[config.mk]
export PLATFORM = sky130hd
export DESIGN_NAME = spimsp_top
export DESIGN_NICKNAME = d
export VERILOG_FILES = /design/src/common/spimsp_pkg.sv /design/src/common/spimsp_stream_if.sv /design/src/design/spimsp_clkgen.sv /design/src/design/spimsp_rxbuf.sv /design/src/design/spimsp_top.sv
export SDC_FILE = /design/constraint.sdc
export NUM_CORES = 1
export LEC_CHECK = 0
export ABC_CLOCK_PERIOD_IN_PS = 2000
export BUFFER_PORTS_ARGS = -buffer_cell sky130_fd_sc_hd__buf_2
export CORE_MARGIN = 1.5
export CORE_UTILIZATION = 45
export CTS_CLUSTER_DIAMETER = 30
export CTS_CLUSTER_SIZE = 20
export DETAILED_ROUTE_END_ITERATION = 10
export PLACE_DENSITY = 0.77
export SYNTH_ARGS = -nofsm -noshare
export SYNTH_HDL_FRONTEND = slang
export SYNTH_SLANG_ARGS = --single-unit
export TNS_END_PERCENT = 30
[constraint.sdc]
create_clock -name core_clk -period 2 [get_ports core_clk]
set_clock_uncertainty 0.15 [all_clocks]
set_input_delay 0.6 -clock core_clk [delete_from_list [all_inputs] [get_ports core_clk]]
set_output_delay 0.6 -clock core_clk [all_outputs]
set_load 0.01 [all_outputs]
[src/common/spimsp_pkg.sv]
// Shared constants and types for the SPI master/slave port
package spimsp_pkg;
  localparam int BYTE_BITS = 8;
  localparam logic [3:0] LAST_EDGE = 4'hf;
  localparam logic [2:0] LAST_BIT = 3'h7;
  // Control byte fields
  localparam int CTL_IE = 7;
  localparam int CTL_PE = 6;
  localparam int CTL_DIVEN = 5;
  localparam int CTL_MS = 4;
  localparam int CTL_POL = 3;
  localparam int CTL_PHA = 2;
  localparam int CTL_RATE_HI = 1;
  localparam int CTL_RATE_LO = 0;
  localparam logic [7:0] CTL_RST = 8'h00;
  // Control/status byte fields
  localparam int CSR_SSM = 1;
  localparam int CSR_SSI = 0;
  localparam logic CSR_SSM_RST = 1'b0;
  localparam logic CSR_SSI_RST = 1'b0;
  // Synchroniser lanes; select resets high
  localparam int SY_SCK = 0;
  localparam int SY_MOSI = 1;
  localparam int SY_MISO = 2;
  localparam int SY_SS = 3;
  localparam logic [3:0] SYNC_RST = 4'h8;
  // Master serial clock half periods in core cycles
  localparam logic [6:0] HALF_DIV4 = 7'h02;
  localparam logic [6:0] HALF_DIV8 = 7'h04;
  localparam logic [6:0] HALF_DIV16 = 7'h08;
  localparam logic [6:0] HALF_DIV32 = 7'h10;
  localparam logic [6:0] HALF_DIV64 = 7'h20;
  localparam logic [6:0] HALF_DIV128 = 7'h40;
  typedef enum logic [1:0] {ST_IDLE = 2'b01, ST_SHIFT = 2'b10} spimsp_state_type;
endpackage : spimsp_pkg

[src/common/spimsp_stream_if.sv]
// Valid/ready byte stream between shifter, buffer and receive register
`timescale 1ns/1ps
interface spimsp_stream_if;
  import spimsp_pkg::*;
  logic valid;
  logic ready;
  logic [BYTE_BITS-1:0] data;
  modport src(output valid, output data, input ready);
  modport snk(input valid, input data, output ready);
endinterface : spimsp_stream_if

[src/design/spimsp_clkgen.sv]
// Master serial clock edge generator
`timescale 1ns/1ps
module spimsp_clkgen
  import spimsp_pkg::*;
(
  input wire logic core_clk,
  input wire logic srst,
  input wire logic run,
  input wire logic [2:0] rate,
  output logic edge_pulse
);
  logic [6:0] cnt_r;
  logic [6:0] half;

  function automatic logic [6:0] half_of(input logic [2:0] r);
    case (r)
      3'b100: half_of = HALF_DIV4;
      3'b000: half_of = HALF_DIV8;
      3'b001: half_of = HALF_DIV16;
      3'b110: half_of = HALF_DIV32;
      3'b010: half_of = HALF_DIV64;
      3'b011: half_of = HALF_DIV128;
      // Unlisted codes fall back to a safe rate
      default: half_of = HALF_DIV8;
    endcase
  endfunction : half_of

  assign half = half_of(rate);

  always_ff @(posedge core_clk) begin
    if (srst || !run) begin
      cnt_r <= 7'h00;
      edge_pulse <= 1'b0;
    end else if (cnt_r == half - 7'h01) begin
      cnt_r <= 7'h00;
      edge_pulse <= 1'b1;
    end else begin
      cnt_r <= cnt_r + 7'h01;
      edge_pulse <= 1'b0;
    end
  end
endmodule : spimsp_clkgen

[src/design/spimsp_rxbuf.sv]
// Two-entry receive buffer between the shifter and the receive register
`timescale 1ns/1ps
module spimsp_rxbuf
  import spimsp_pkg::*;
(
  input wire logic core_clk,
  input wire logic srst,
  spimsp_stream_if.snk fill,
  spimsp_stream_if.src drain
);
  logic [BYTE_BITS-1:0] mem_r [2];
  logic wp_r;
  logic rp_r;
  logic [1:0] cnt_r;
  logic push;
  logic pop;

  assign fill.ready = (cnt_r != 2'h2);
  assign drain.valid = (cnt_r != 2'h0);
  assign drain.data = mem_r[rp_r];
  assign push = fill.valid & fill.ready;
  assign pop = drain.valid & drain.ready;

  always_ff @(posedge core_clk) begin
    if (srst) begin
      wp_r <= 1'b0;
      rp_r <= 1'b0;
      cnt_r <= 2'h0;
    end else begin
      if (push) begin
        wp_r <= ~wp_r;
      end
      if (pop) begin
        rp_r <= ~rp_r;
      end
      case ({push, pop})
        2'b10: cnt_r <= cnt_r + 2'h1;
        2'b01: cnt_r <= cnt_r - 2'h1;
        default: cnt_r <= cnt_r;
      endcase
    end
  end

  // Storage needs no reset; count guards it
  always_ff @(posedge core_clk) begin
    if (push) begin
      mem_r[wp_r] <= fill.data;
    end
  end
endmodule : spimsp_rxbuf

[src/design/spimsp_top.sv]
// SPI master/slave port: shifter, flags, select logic and pin drive
//
// What this block does
// - Software select mode ignores the select pin and uses the soft level bit.
// - First-edge slave with select held low gets a collision on data write.
// - Master drives serial clock with rate, polarity and phase from settings.
// - In master mode, master select and port enable stay set only while select is high.
// - Master data write loads shifter and starts MSB-first shift-out.
// - Slave data write loads shifter; shifting waits for master clock edges.
// - Byte end sets done flag; interrupt when enabled and CPU mask clear.
// - Done clears by status access then data read, or slave write.
// - Data writes ignored while done set until status register read.
// - Polarity sets idle level; with phase chooses capture edge.
// - Master with select low sets fault, drops enable and master select.
// - Fault clears by status read while set, then control write.
// - While fault set, enable and master select cannot be set except clearing.
// - Byte completing with done set raises overrun; first byte kept.
// - Overrun clears on status register read.
// - Data write during transfer is discarded and sets collision flag.
// - Collision never interrupts; received data buffered, reads never collide.
// - Rate bits select one of six divisions from quarter to 1/128.
// - Port enable clear releases pins; set lets the port drive them.
// - Interrupt enable gates one request from done, fault or overrun.
`timescale 1ns/1ps
module spimsp_top
  import spimsp_pkg::*;
(
  input wire logic core_clk,
  input wire logic srst,
  input wire logic ctl_wr,
  input wire logic [7:0] ctl_wdata,
  input wire logic csr_rd,
  input wire logic csr_wr,
  input wire logic [7:0] csr_wdata,
  input wire logic dr_rd,
  input wire logic dr_wr,
  input wire logic [7:0] dr_wdata,
  input wire logic cpu_irq_mask,
  input wire logic sck_in,
  output logic sck_out,
  output logic sck_oe_n,
  input wire logic mosi_in,
  output logic mosi_out,
  output logic mosi_oe_n,
  input wire logic miso_in,
  output logic miso_out,
  output logic miso_oe_n,
  input wire logic ss_n_in,
  output logic [7:0] rx_data,
  output logic transfer_done_flag,
  output logic write_collision_flag,
  output logic overrun_flag,
  output logic mode_fault_flag,
  output logic port_enable,
  output logic master_select,
  output logic irq_req
);
  spimsp_state_type st_r;
  logic [3:0] sync1_r;
  logic [3:0] sync2_r;
  logic sck_prev_r;
  logic ie_r, pe_r, ms_r, pol_r, pha_r, diven_r;
  logic [1:0] rate_r;
  logic ssm_r, ssi_r;
  logic [7:0] sh_r;
  logic mo_r, sck_r;
  logic [3:0] edge_cnt_r;
  logic [2:0] cap_cnt_r;
  logic pend_r;
  logic [7:0] pend_byte_r;
  logic [7:0] rx_r;
  logic tdf_r, transfer_done_flag_arm_r, transfer_done_flag_rd_r;
  logic ovr_r, write_collision_flag_r, write_collision_flag_arm_r, mode_fault_flag_r, mode_fault_flag_arm_r;
  logic irq_r, sck_oe_n_r, mosi_oe_n_r, miso_oe_n_r;
  logic ss_int, in_bit, slave_sel, medge, edge_ev, lead, cap, launch;
  logic active, busy, wr_blocked, dr_take, write_collision_flag_set, fault, ctl_lock;
  logic rx_take, tdf_clr, byte_end;
  logic cap_dly_r;

  spimsp_stream_if push_if ();
  spimsp_stream_if pop_if ();

  // Pins cross into the core clock through two flops
  always_ff @(posedge core_clk) begin
    if (srst) begin
      sync1_r <= SYNC_RST;
      sync2_r <= SYNC_RST;
      sck_prev_r <= 1'b0;
    end else begin
      sync1_r <= {ss_n_in, miso_in, mosi_in, sck_in};
      sync2_r <= sync1_r;
      sck_prev_r <= sync2_r[SY_SCK];
    end
  end

  assign ss_int = ssm_r ? ssi_r : sync2_r[SY_SS];
  assign in_bit = ms_r ? sync2_r[SY_MISO] : sync2_r[SY_MOSI];
  assign slave_sel = pe_r & !ms_r & !ss_int;
  assign edge_ev = ms_r ? medge : ((sync2_r[SY_SCK] ^ sck_prev_r) & slave_sel);
  // Leading edge leaves the idle level
  assign lead = ms_r ? (sck_r == pol_r) : (sck_prev_r == pol_r);
  assign cap = ms_r ? cap_dly_r : (edge_ev & (lead ^ pha_r));
  assign launch = edge_ev & !(lead ^ pha_r);
  assign active = ms_r ? (st_r == ST_SHIFT) : slave_sel;
  // First-edge slave stays busy while selected
  assign busy = ms_r ? (st_r == ST_SHIFT)
              : ((edge_cnt_r != 4'h0) | (!pha_r & slave_sel));
  assign wr_blocked = tdf_r & !transfer_done_flag_rd_r;
  assign dr_take = dr_wr & !wr_blocked & !busy;
  assign write_collision_flag_set = dr_wr & !wr_blocked & busy;
  assign fault = ms_r & !ss_int;
  assign ctl_lock = mode_fault_flag_r & !mode_fault_flag_arm_r;
  assign byte_end = cap & (cap_cnt_r == LAST_BIT);
  assign rx_take = pop_if.valid & pop_if.ready;
  // Master must read; slave may read or write
  assign tdf_clr = tdf_r & transfer_done_flag_arm_r & (dr_rd | (!ms_r & dr_wr));

  spimsp_clkgen u_clkgen (
    .core_clk(core_clk),
    .srst(srst),
    .run(ms_r & (st_r == ST_SHIFT)),
    .rate({diven_r, rate_r}),
    .edge_pulse(medge)
  );

  spimsp_rxbuf u_rxbuf (
    .core_clk(core_clk),
    .srst(srst),
    .fill(push_if.snk),
    .drain(pop_if.src)
  );

  assign push_if.valid = pend_r;
  assign push_if.data = pend_byte_r;
  // Drain stalls during a data read so the read sees a steady byte
  assign pop_if.ready = !dr_rd;

  // Control register
  always_ff @(posedge core_clk) begin
    if (srst) begin
      ie_r <= CTL_RST[CTL_IE];
      diven_r <= CTL_RST[CTL_DIVEN];
      pol_r <= CTL_RST[CTL_POL];
      pha_r <= CTL_RST[CTL_PHA];
      rate_r <= CTL_RST[CTL_RATE_HI:CTL_RATE_LO];
    end else if (ctl_wr) begin
      ie_r <= ctl_wdata[CTL_IE];
      diven_r <= ctl_wdata[CTL_DIVEN];
      pol_r <= ctl_wdata[CTL_POL];
      pha_r <= ctl_wdata[CTL_PHA];
      rate_r <= ctl_wdata[CTL_RATE_HI:CTL_RATE_LO];
    end
  end

  always_ff @(posedge core_clk) begin
    if (srst) begin
      pe_r <= CTL_RST[CTL_PE];
      ms_r <= CTL_RST[CTL_MS];
    end else if (fault) begin
      pe_r <= 1'b0;
      ms_r <= 1'b0;
    end else if (ctl_wr) begin
      pe_r <= ctl_wdata[CTL_PE] & (pe_r | !ctl_lock);
      ms_r <= ctl_wdata[CTL_MS] & (ms_r | !ctl_lock);
    end
  end

  always_ff @(posedge core_clk) begin
    if (srst) begin
      ssm_r <= CSR_SSM_RST;
      ssi_r <= CSR_SSI_RST;
    end else if (csr_wr) begin
      ssm_r <= csr_wdata[CSR_SSM];
      ssi_r <= csr_wdata[CSR_SSI];
    end
  end

  // Transfer sequencing for master mode
  always_ff @(posedge core_clk) begin
    if (srst) begin
      st_r <= ST_IDLE;
    end else begin
      case (st_r)
        ST_IDLE: begin
          if (dr_take && ms_r && pe_r) begin
            st_r <= ST_SHIFT;
          end
        end
        ST_SHIFT: begin
          if (!ms_r || !pe_r || (medge && edge_cnt_r == LAST_EDGE)) begin
            st_r <= ST_IDLE;
          end
        end
        default: st_r <= ST_IDLE;
      endcase
    end
  end

  // Master capture one cycle late: the synchronised input lags the pin by two
  always_ff @(posedge core_clk) begin
    if (srst) begin
      cap_dly_r <= 1'b0;
    end else begin
      cap_dly_r <= ms_r & medge & (lead ^ pha_r);
    end
  end

  // Sixteen edges and eight captures per byte
  always_ff @(posedge core_clk) begin
    if (srst || !active) begin
      edge_cnt_r <= 4'h0;
      cap_cnt_r <= 3'h0;
    end else begin
      if (edge_ev) begin
        edge_cnt_r <= edge_cnt_r + 4'h1;
      end
      if (cap) begin
        cap_cnt_r <= cap_cnt_r + 3'h1;
      end
    end
  end

  // Slave shifts only on master edges
  always_ff @(posedge core_clk) begin
    if (srst) begin
      sh_r <= 8'h00;
      mo_r <= 1'b0;
    end else if (dr_take) begin
      sh_r <= dr_wdata;
      mo_r <= dr_wdata[7];
    end else if (cap) begin
      sh_r <= {sh_r[6:0], in_bit};
    end else if (launch) begin
      mo_r <= sh_r[7];
    end
  end

  always_ff @(posedge core_clk) begin
    if (srst || !(ms_r && st_r == ST_SHIFT)) begin
      sck_r <= pol_r;
    end else if (medge) begin
      sck_r <= ~sck_r;
    end
  end

  // Completed byte waits here while the buffer is full
  always_ff @(posedge core_clk) begin
    if (srst) begin
      pend_r <= 1'b0;
      pend_byte_r <= 8'h00;
    end else if (byte_end) begin
      pend_r <= 1'b1;
      pend_byte_r <= {sh_r[6:0], in_bit};
    end else if (push_if.ready) begin
      pend_r <= 1'b0;
    end
  end

  // Only the first byte after the flag cleared is kept
  always_ff @(posedge core_clk) begin
    if (srst) begin
      rx_r <= 8'h00;
    end else if (rx_take && (!tdf_r || tdf_clr)) begin
      rx_r <= pop_if.data;
    end
  end

  always_ff @(posedge core_clk) begin
    if (srst) begin
      tdf_r <= 1'b0;
    end else if (rx_take) begin
      tdf_r <= 1'b1;
    end else if (tdf_clr) begin
      tdf_r <= 1'b0;
    end
  end

  always_ff @(posedge core_clk) begin
    if (srst || !tdf_r || tdf_clr) begin
      transfer_done_flag_arm_r <= 1'b0;
      transfer_done_flag_rd_r <= 1'b0;
    end else begin
      if (csr_rd || csr_wr) begin
        transfer_done_flag_arm_r <= 1'b1;
      end
      if (csr_rd) begin
        transfer_done_flag_rd_r <= 1'b1;
      end
    end
  end

  always_ff @(posedge core_clk) begin
    if (srst) begin
      ovr_r <= 1'b0;
    end else if (rx_take && tdf_r && !tdf_clr) begin
      ovr_r <= 1'b1;
    end else if (csr_rd) begin
      ovr_r <= 1'b0;
    end
  end

  always_ff @(posedge core_clk) begin
    if (srst) begin
      write_collision_flag_r <= 1'b0;
      write_collision_flag_arm_r <= 1'b0;
    end else if (write_collision_flag_set) begin
      write_collision_flag_r <= 1'b1;
      write_collision_flag_arm_r <= 1'b0;
    end else if (write_collision_flag_arm_r && (dr_rd || dr_wr)) begin
      write_collision_flag_r <= 1'b0;
      write_collision_flag_arm_r <= 1'b0;
    end else if (csr_rd && write_collision_flag_r) begin
      write_collision_flag_arm_r <= 1'b1;
    end
  end

  always_ff @(posedge core_clk) begin
    if (srst) begin
      mode_fault_flag_r <= 1'b0;
    end else if (fault) begin
      mode_fault_flag_r <= 1'b1;
    end else if (ctl_wr && mode_fault_flag_arm_r) begin
      mode_fault_flag_r <= 1'b0;
    end
  end

  always_ff @(posedge core_clk) begin
    if (srst || !mode_fault_flag_r) begin
      mode_fault_flag_arm_r <= 1'b0;
    end else if (csr_rd) begin
      mode_fault_flag_arm_r <= 1'b1;
    end
  end

  // Collision is status only and never interrupts
  always_ff @(posedge core_clk) begin
    if (srst) begin
      irq_r <= 1'b0;
    end else begin
      irq_r <= ie_r & !cpu_irq_mask & (tdf_r | mode_fault_flag_r | ovr_r);
    end
  end

  always_ff @(posedge core_clk) begin
    if (srst) begin
      sck_oe_n_r <= 1'b1;
      mosi_oe_n_r <= 1'b1;
      miso_oe_n_r <= 1'b1;
    end else begin
      sck_oe_n_r <= !(pe_r & ms_r);
      mosi_oe_n_r <= !(pe_r & ms_r);
      miso_oe_n_r <= !slave_sel;
    end
  end

  assign sck_out = sck_r;
  assign sck_oe_n = sck_oe_n_r;
  assign mosi_out = mo_r;
  assign mosi_oe_n = mosi_oe_n_r;
  assign miso_out = mo_r;
  assign miso_oe_n = miso_oe_n_r;
  assign rx_data = rx_r;
  assign transfer_done_flag = tdf_r;
  assign write_collision_flag = write_collision_flag_r;
  assign overrun_flag = ovr_r;
  assign mode_fault_flag = mode_fault_flag_r;
  assign port_enable = pe_r;
  assign master_select = ms_r;
  assign irq_req = irq_r;
endmodule : spimsp_top

==> key figures <==
Setup path
  • Crit path DAT: 1.12 ns
  • Slowest library cell on the worst path: dfxtp_1
  • Worst-path cell chain: buf_4, buf_2
  • Crit path max fanout: 6
  • Crit start category: flip-flop
  • Worst R2R Setup Slack: 0.14 ns
  • Critical path class: flip-flop to output port
  • CP peak stage delay: 0.45 ns
  • Worst setup EP type: output port
  • Worst r2r path cells: 6
  • Required @ worst endpoint: 1.25 ns

Clock network
  • H-tree depth: 3
  • Clock Latency Late Sink: 0.37 ns
  • Max clock buf depth: 2
  • Sinks on Clock Net: 95
  • Num CTS Buffers: 9
  • CTS Hold Buffers Added: 0
  • Root buffer cell: clkbuf_8
  • Clock-pin slew of the registers on the worst-case setup and hold paths: 0.10 ns
  • CTS tree: yes

Detailed routing
  • Met2 WL: 3.39 mm
  • Avg Vias per Cell: 5.19
  • Antenna Nets Post-Route: 0
  • WL met3: 293 um
  • WL/cell: 13.3 um
  • Post-Route WL: 7.15 mm
  • Iteration-0 DRC Markers: 152
  • Via count: 2800
  • Drt first pass iters: 7
  • Post-Route M1 WL: 3.38 mm
  • Top Metal Used: met4
  • # DRC: 0

Synth
  • Main flop type after synthesis: dfxtp_1
  • Gate Count Post-Synth: 365
  • Syn Area/Cell: 10.5 um2
  • EDFF count, synth: 17
  • Yosys top cell area share: 40.8%
  • Synth Area in Compound Gates: 13.7%
  • Yosys reg bits: 95
  • Post-synthesis cell area: 3830 um2
  • Post-synthesis xor/xnor area fraction: 4.31%
  • Most frequent cell after synthesis: dfxtp_1
  • Number of synthesis warnings: 0
  • Post-Syn Nets: 407
  • Async SR Flop Fraction: 0%
  • Post-synthesis mux area share: 7.61%
  • Register area share after synthesis: 54.1%
  • Synth Area in Adders: 1.96%
  • Simple-gate portion of the synthesized area: 15.0%
  • Yosys cell types: 53
  • Synth area leader: dfxtp_1
  • Synth top area cells: dfxtp_1 (41%), edfxtp_1 (13%), mux2i_1 (7.3%)
  • Main combinational cell family by area after synthesis: simple AND/OR/NAND/NOR gates
  • Top post-synthesis cells by count: dfxtp_1 (78), nor2_1 (42), mux2i_1 (28)

Global routing
  • Global route overflow: 0
  • Number of global-route vias before repair: 2572
  • First-pass GRT wire length: 11.8 mm
  • Initial antenna violation count: 0
  • Largest net degree at the start of global routing: 58
  • GRT Util Overall: 16.8%

STA
  • Worst slew margin: 67.2%
  • Fmax: 0.534 GHz
  • Final hold vios: 0
  • Slew @ Worst Pin: 0.492 ns
  • Endpoints failing setup: 0
  • Setup TNS: 0 ns
  • Tcrit/Tclk final: 93.7%
  • Final slew viol count: 0
  • Final hold slack: 0.244 ns
  • Minimum clock period: 1.87 ns
  • RSZ-0062 raised after global routing: true

Die
  • Rows: 33
  • Io pins: 57
  • Core area: 8220 um2
  • DIE AREA: 9070 um2
  • Die width: 95.3 um
  • Die height: 95.3 um
  • Starting Density: 46.6%

Placed design
  • DP Wirelength: 5.09 mm
  • IO buf count: 50
  • GPL Wtd Cong: 0.794
  • Post-Place Cells: 522

Pwr
  • Power, Total: 3.49 mW
  • Leakage power: 1.81 nW
  • Peak supply drop: 0.472 mV
  • PwrDens: 771 nW/um2

Worst hold path
  • HP Class: input pin to flip-flop
  • Hold depth: 2

Layout
  • Layout Nets: 471
  • Area delta synth->final: 18.1%
  • # diodes: 0
  • Layout cell share with drive strength beyond 1: 24.0%
  • Fill cell count: 713
  • Layout Cells excl Fill: 539
  • Final Util: 55.0%

Outcome
  • Status: complete, no violations

Job
  • Max Cap Viol: 0
-- final cells by class --
class / count / area [um2] / share of cell area, %
inverters: 10 / 37.5 / 0.830
clock buffers: 9 / 124 / 2.74
clock inverters: 7 / 72.6 / 1.60
flip-flops and latches: 95 / 2070 / 45.8
repair buffers: 72 / 428 / 9.46
well taps: 105 / 131 / 2.90
multi-input cells: 241 / 1660 / 36.7
-- logic make-up after synthesis --
logic type,count (synthesis)
simple gates,113
flops,95
compound gates,75
buf+inv,29
mux,29
xor+xnor,18
fa+ha+maj,6
-- power by group --
part           internal [mW]  switching [mW]
logic                  0.125           0.127
clock network          0.488           0.730
registers               1.98          0.0351
-- path summary, 6_finish.rpt --
path | startpoint | end
max | master_select | master_select
min | cpu_irq_mask | irq_req
max reg2reg | pol_r | pend_byte_r[4]
min reg2reg | sync1_r[3] | sync2_r[3]
-- through the flow --
step	worst slack (ns)	area, um2
6_report	0.127	4520
5_1_grt	-0.00940	4520
4_1_cts	0.00266	4490
3_5_place_dp	-0.0250	4290
3_3_place_gp	0.0507	4290
2_1_floorplan	0.0484	3830
-- layer usage --
| metal | GRT usage (%) | vias up |
|---|---|---|
| li1 | - | 1424 |
| met1 | 21.4 | 1314 |
| met2 | 27.1 | 53 |
| met3 | 5.18 | 9 |
| met4 | 5.47 | 0 |
| met5 | 0 | - |
-- sequential cells by signal (all words and copies together) (netlist names), 4 cells and up --
register and count:
edge_cnt_r 4, sh_r 8, rx_data 8, u_rxbuf.mem_r 16
sync1_r 4, u_clkgen.cnt_r 7, pend_byte_r 8, sync2_r 4
-- repair_timing --
item                                    in CTS  in global routing
resized for setup                            0                  6
endpoints found under the setup margin       0                 11
setup buffers                                0                  1
hold endpoints to repair                     0                  0
-- cells in the final DEF (no fill, tap or decap), drive strengths merged, types with 4 or more instances in the layout --
cell	count
clkbuf	9
xor2	9
nand2	10
a21oi	20
buf	72
nor2	42
ha	6
nand2b	6
inv	13
xnor2	9
edfxtp	17
dfxtp	78
nand3b	4
nor2b	12
mux2i	28
o21ai	15
and3	4
nor3	10
nand3	9
a211oi	17
-- critical path, delay by kind of cell, from the launching register on --
kind | cells | cell delay (ns)
buffers and inverters | 2 | 0.32
DFF | 1 | 0.45
Note: power is estimated with default switching activity, not from simulation.
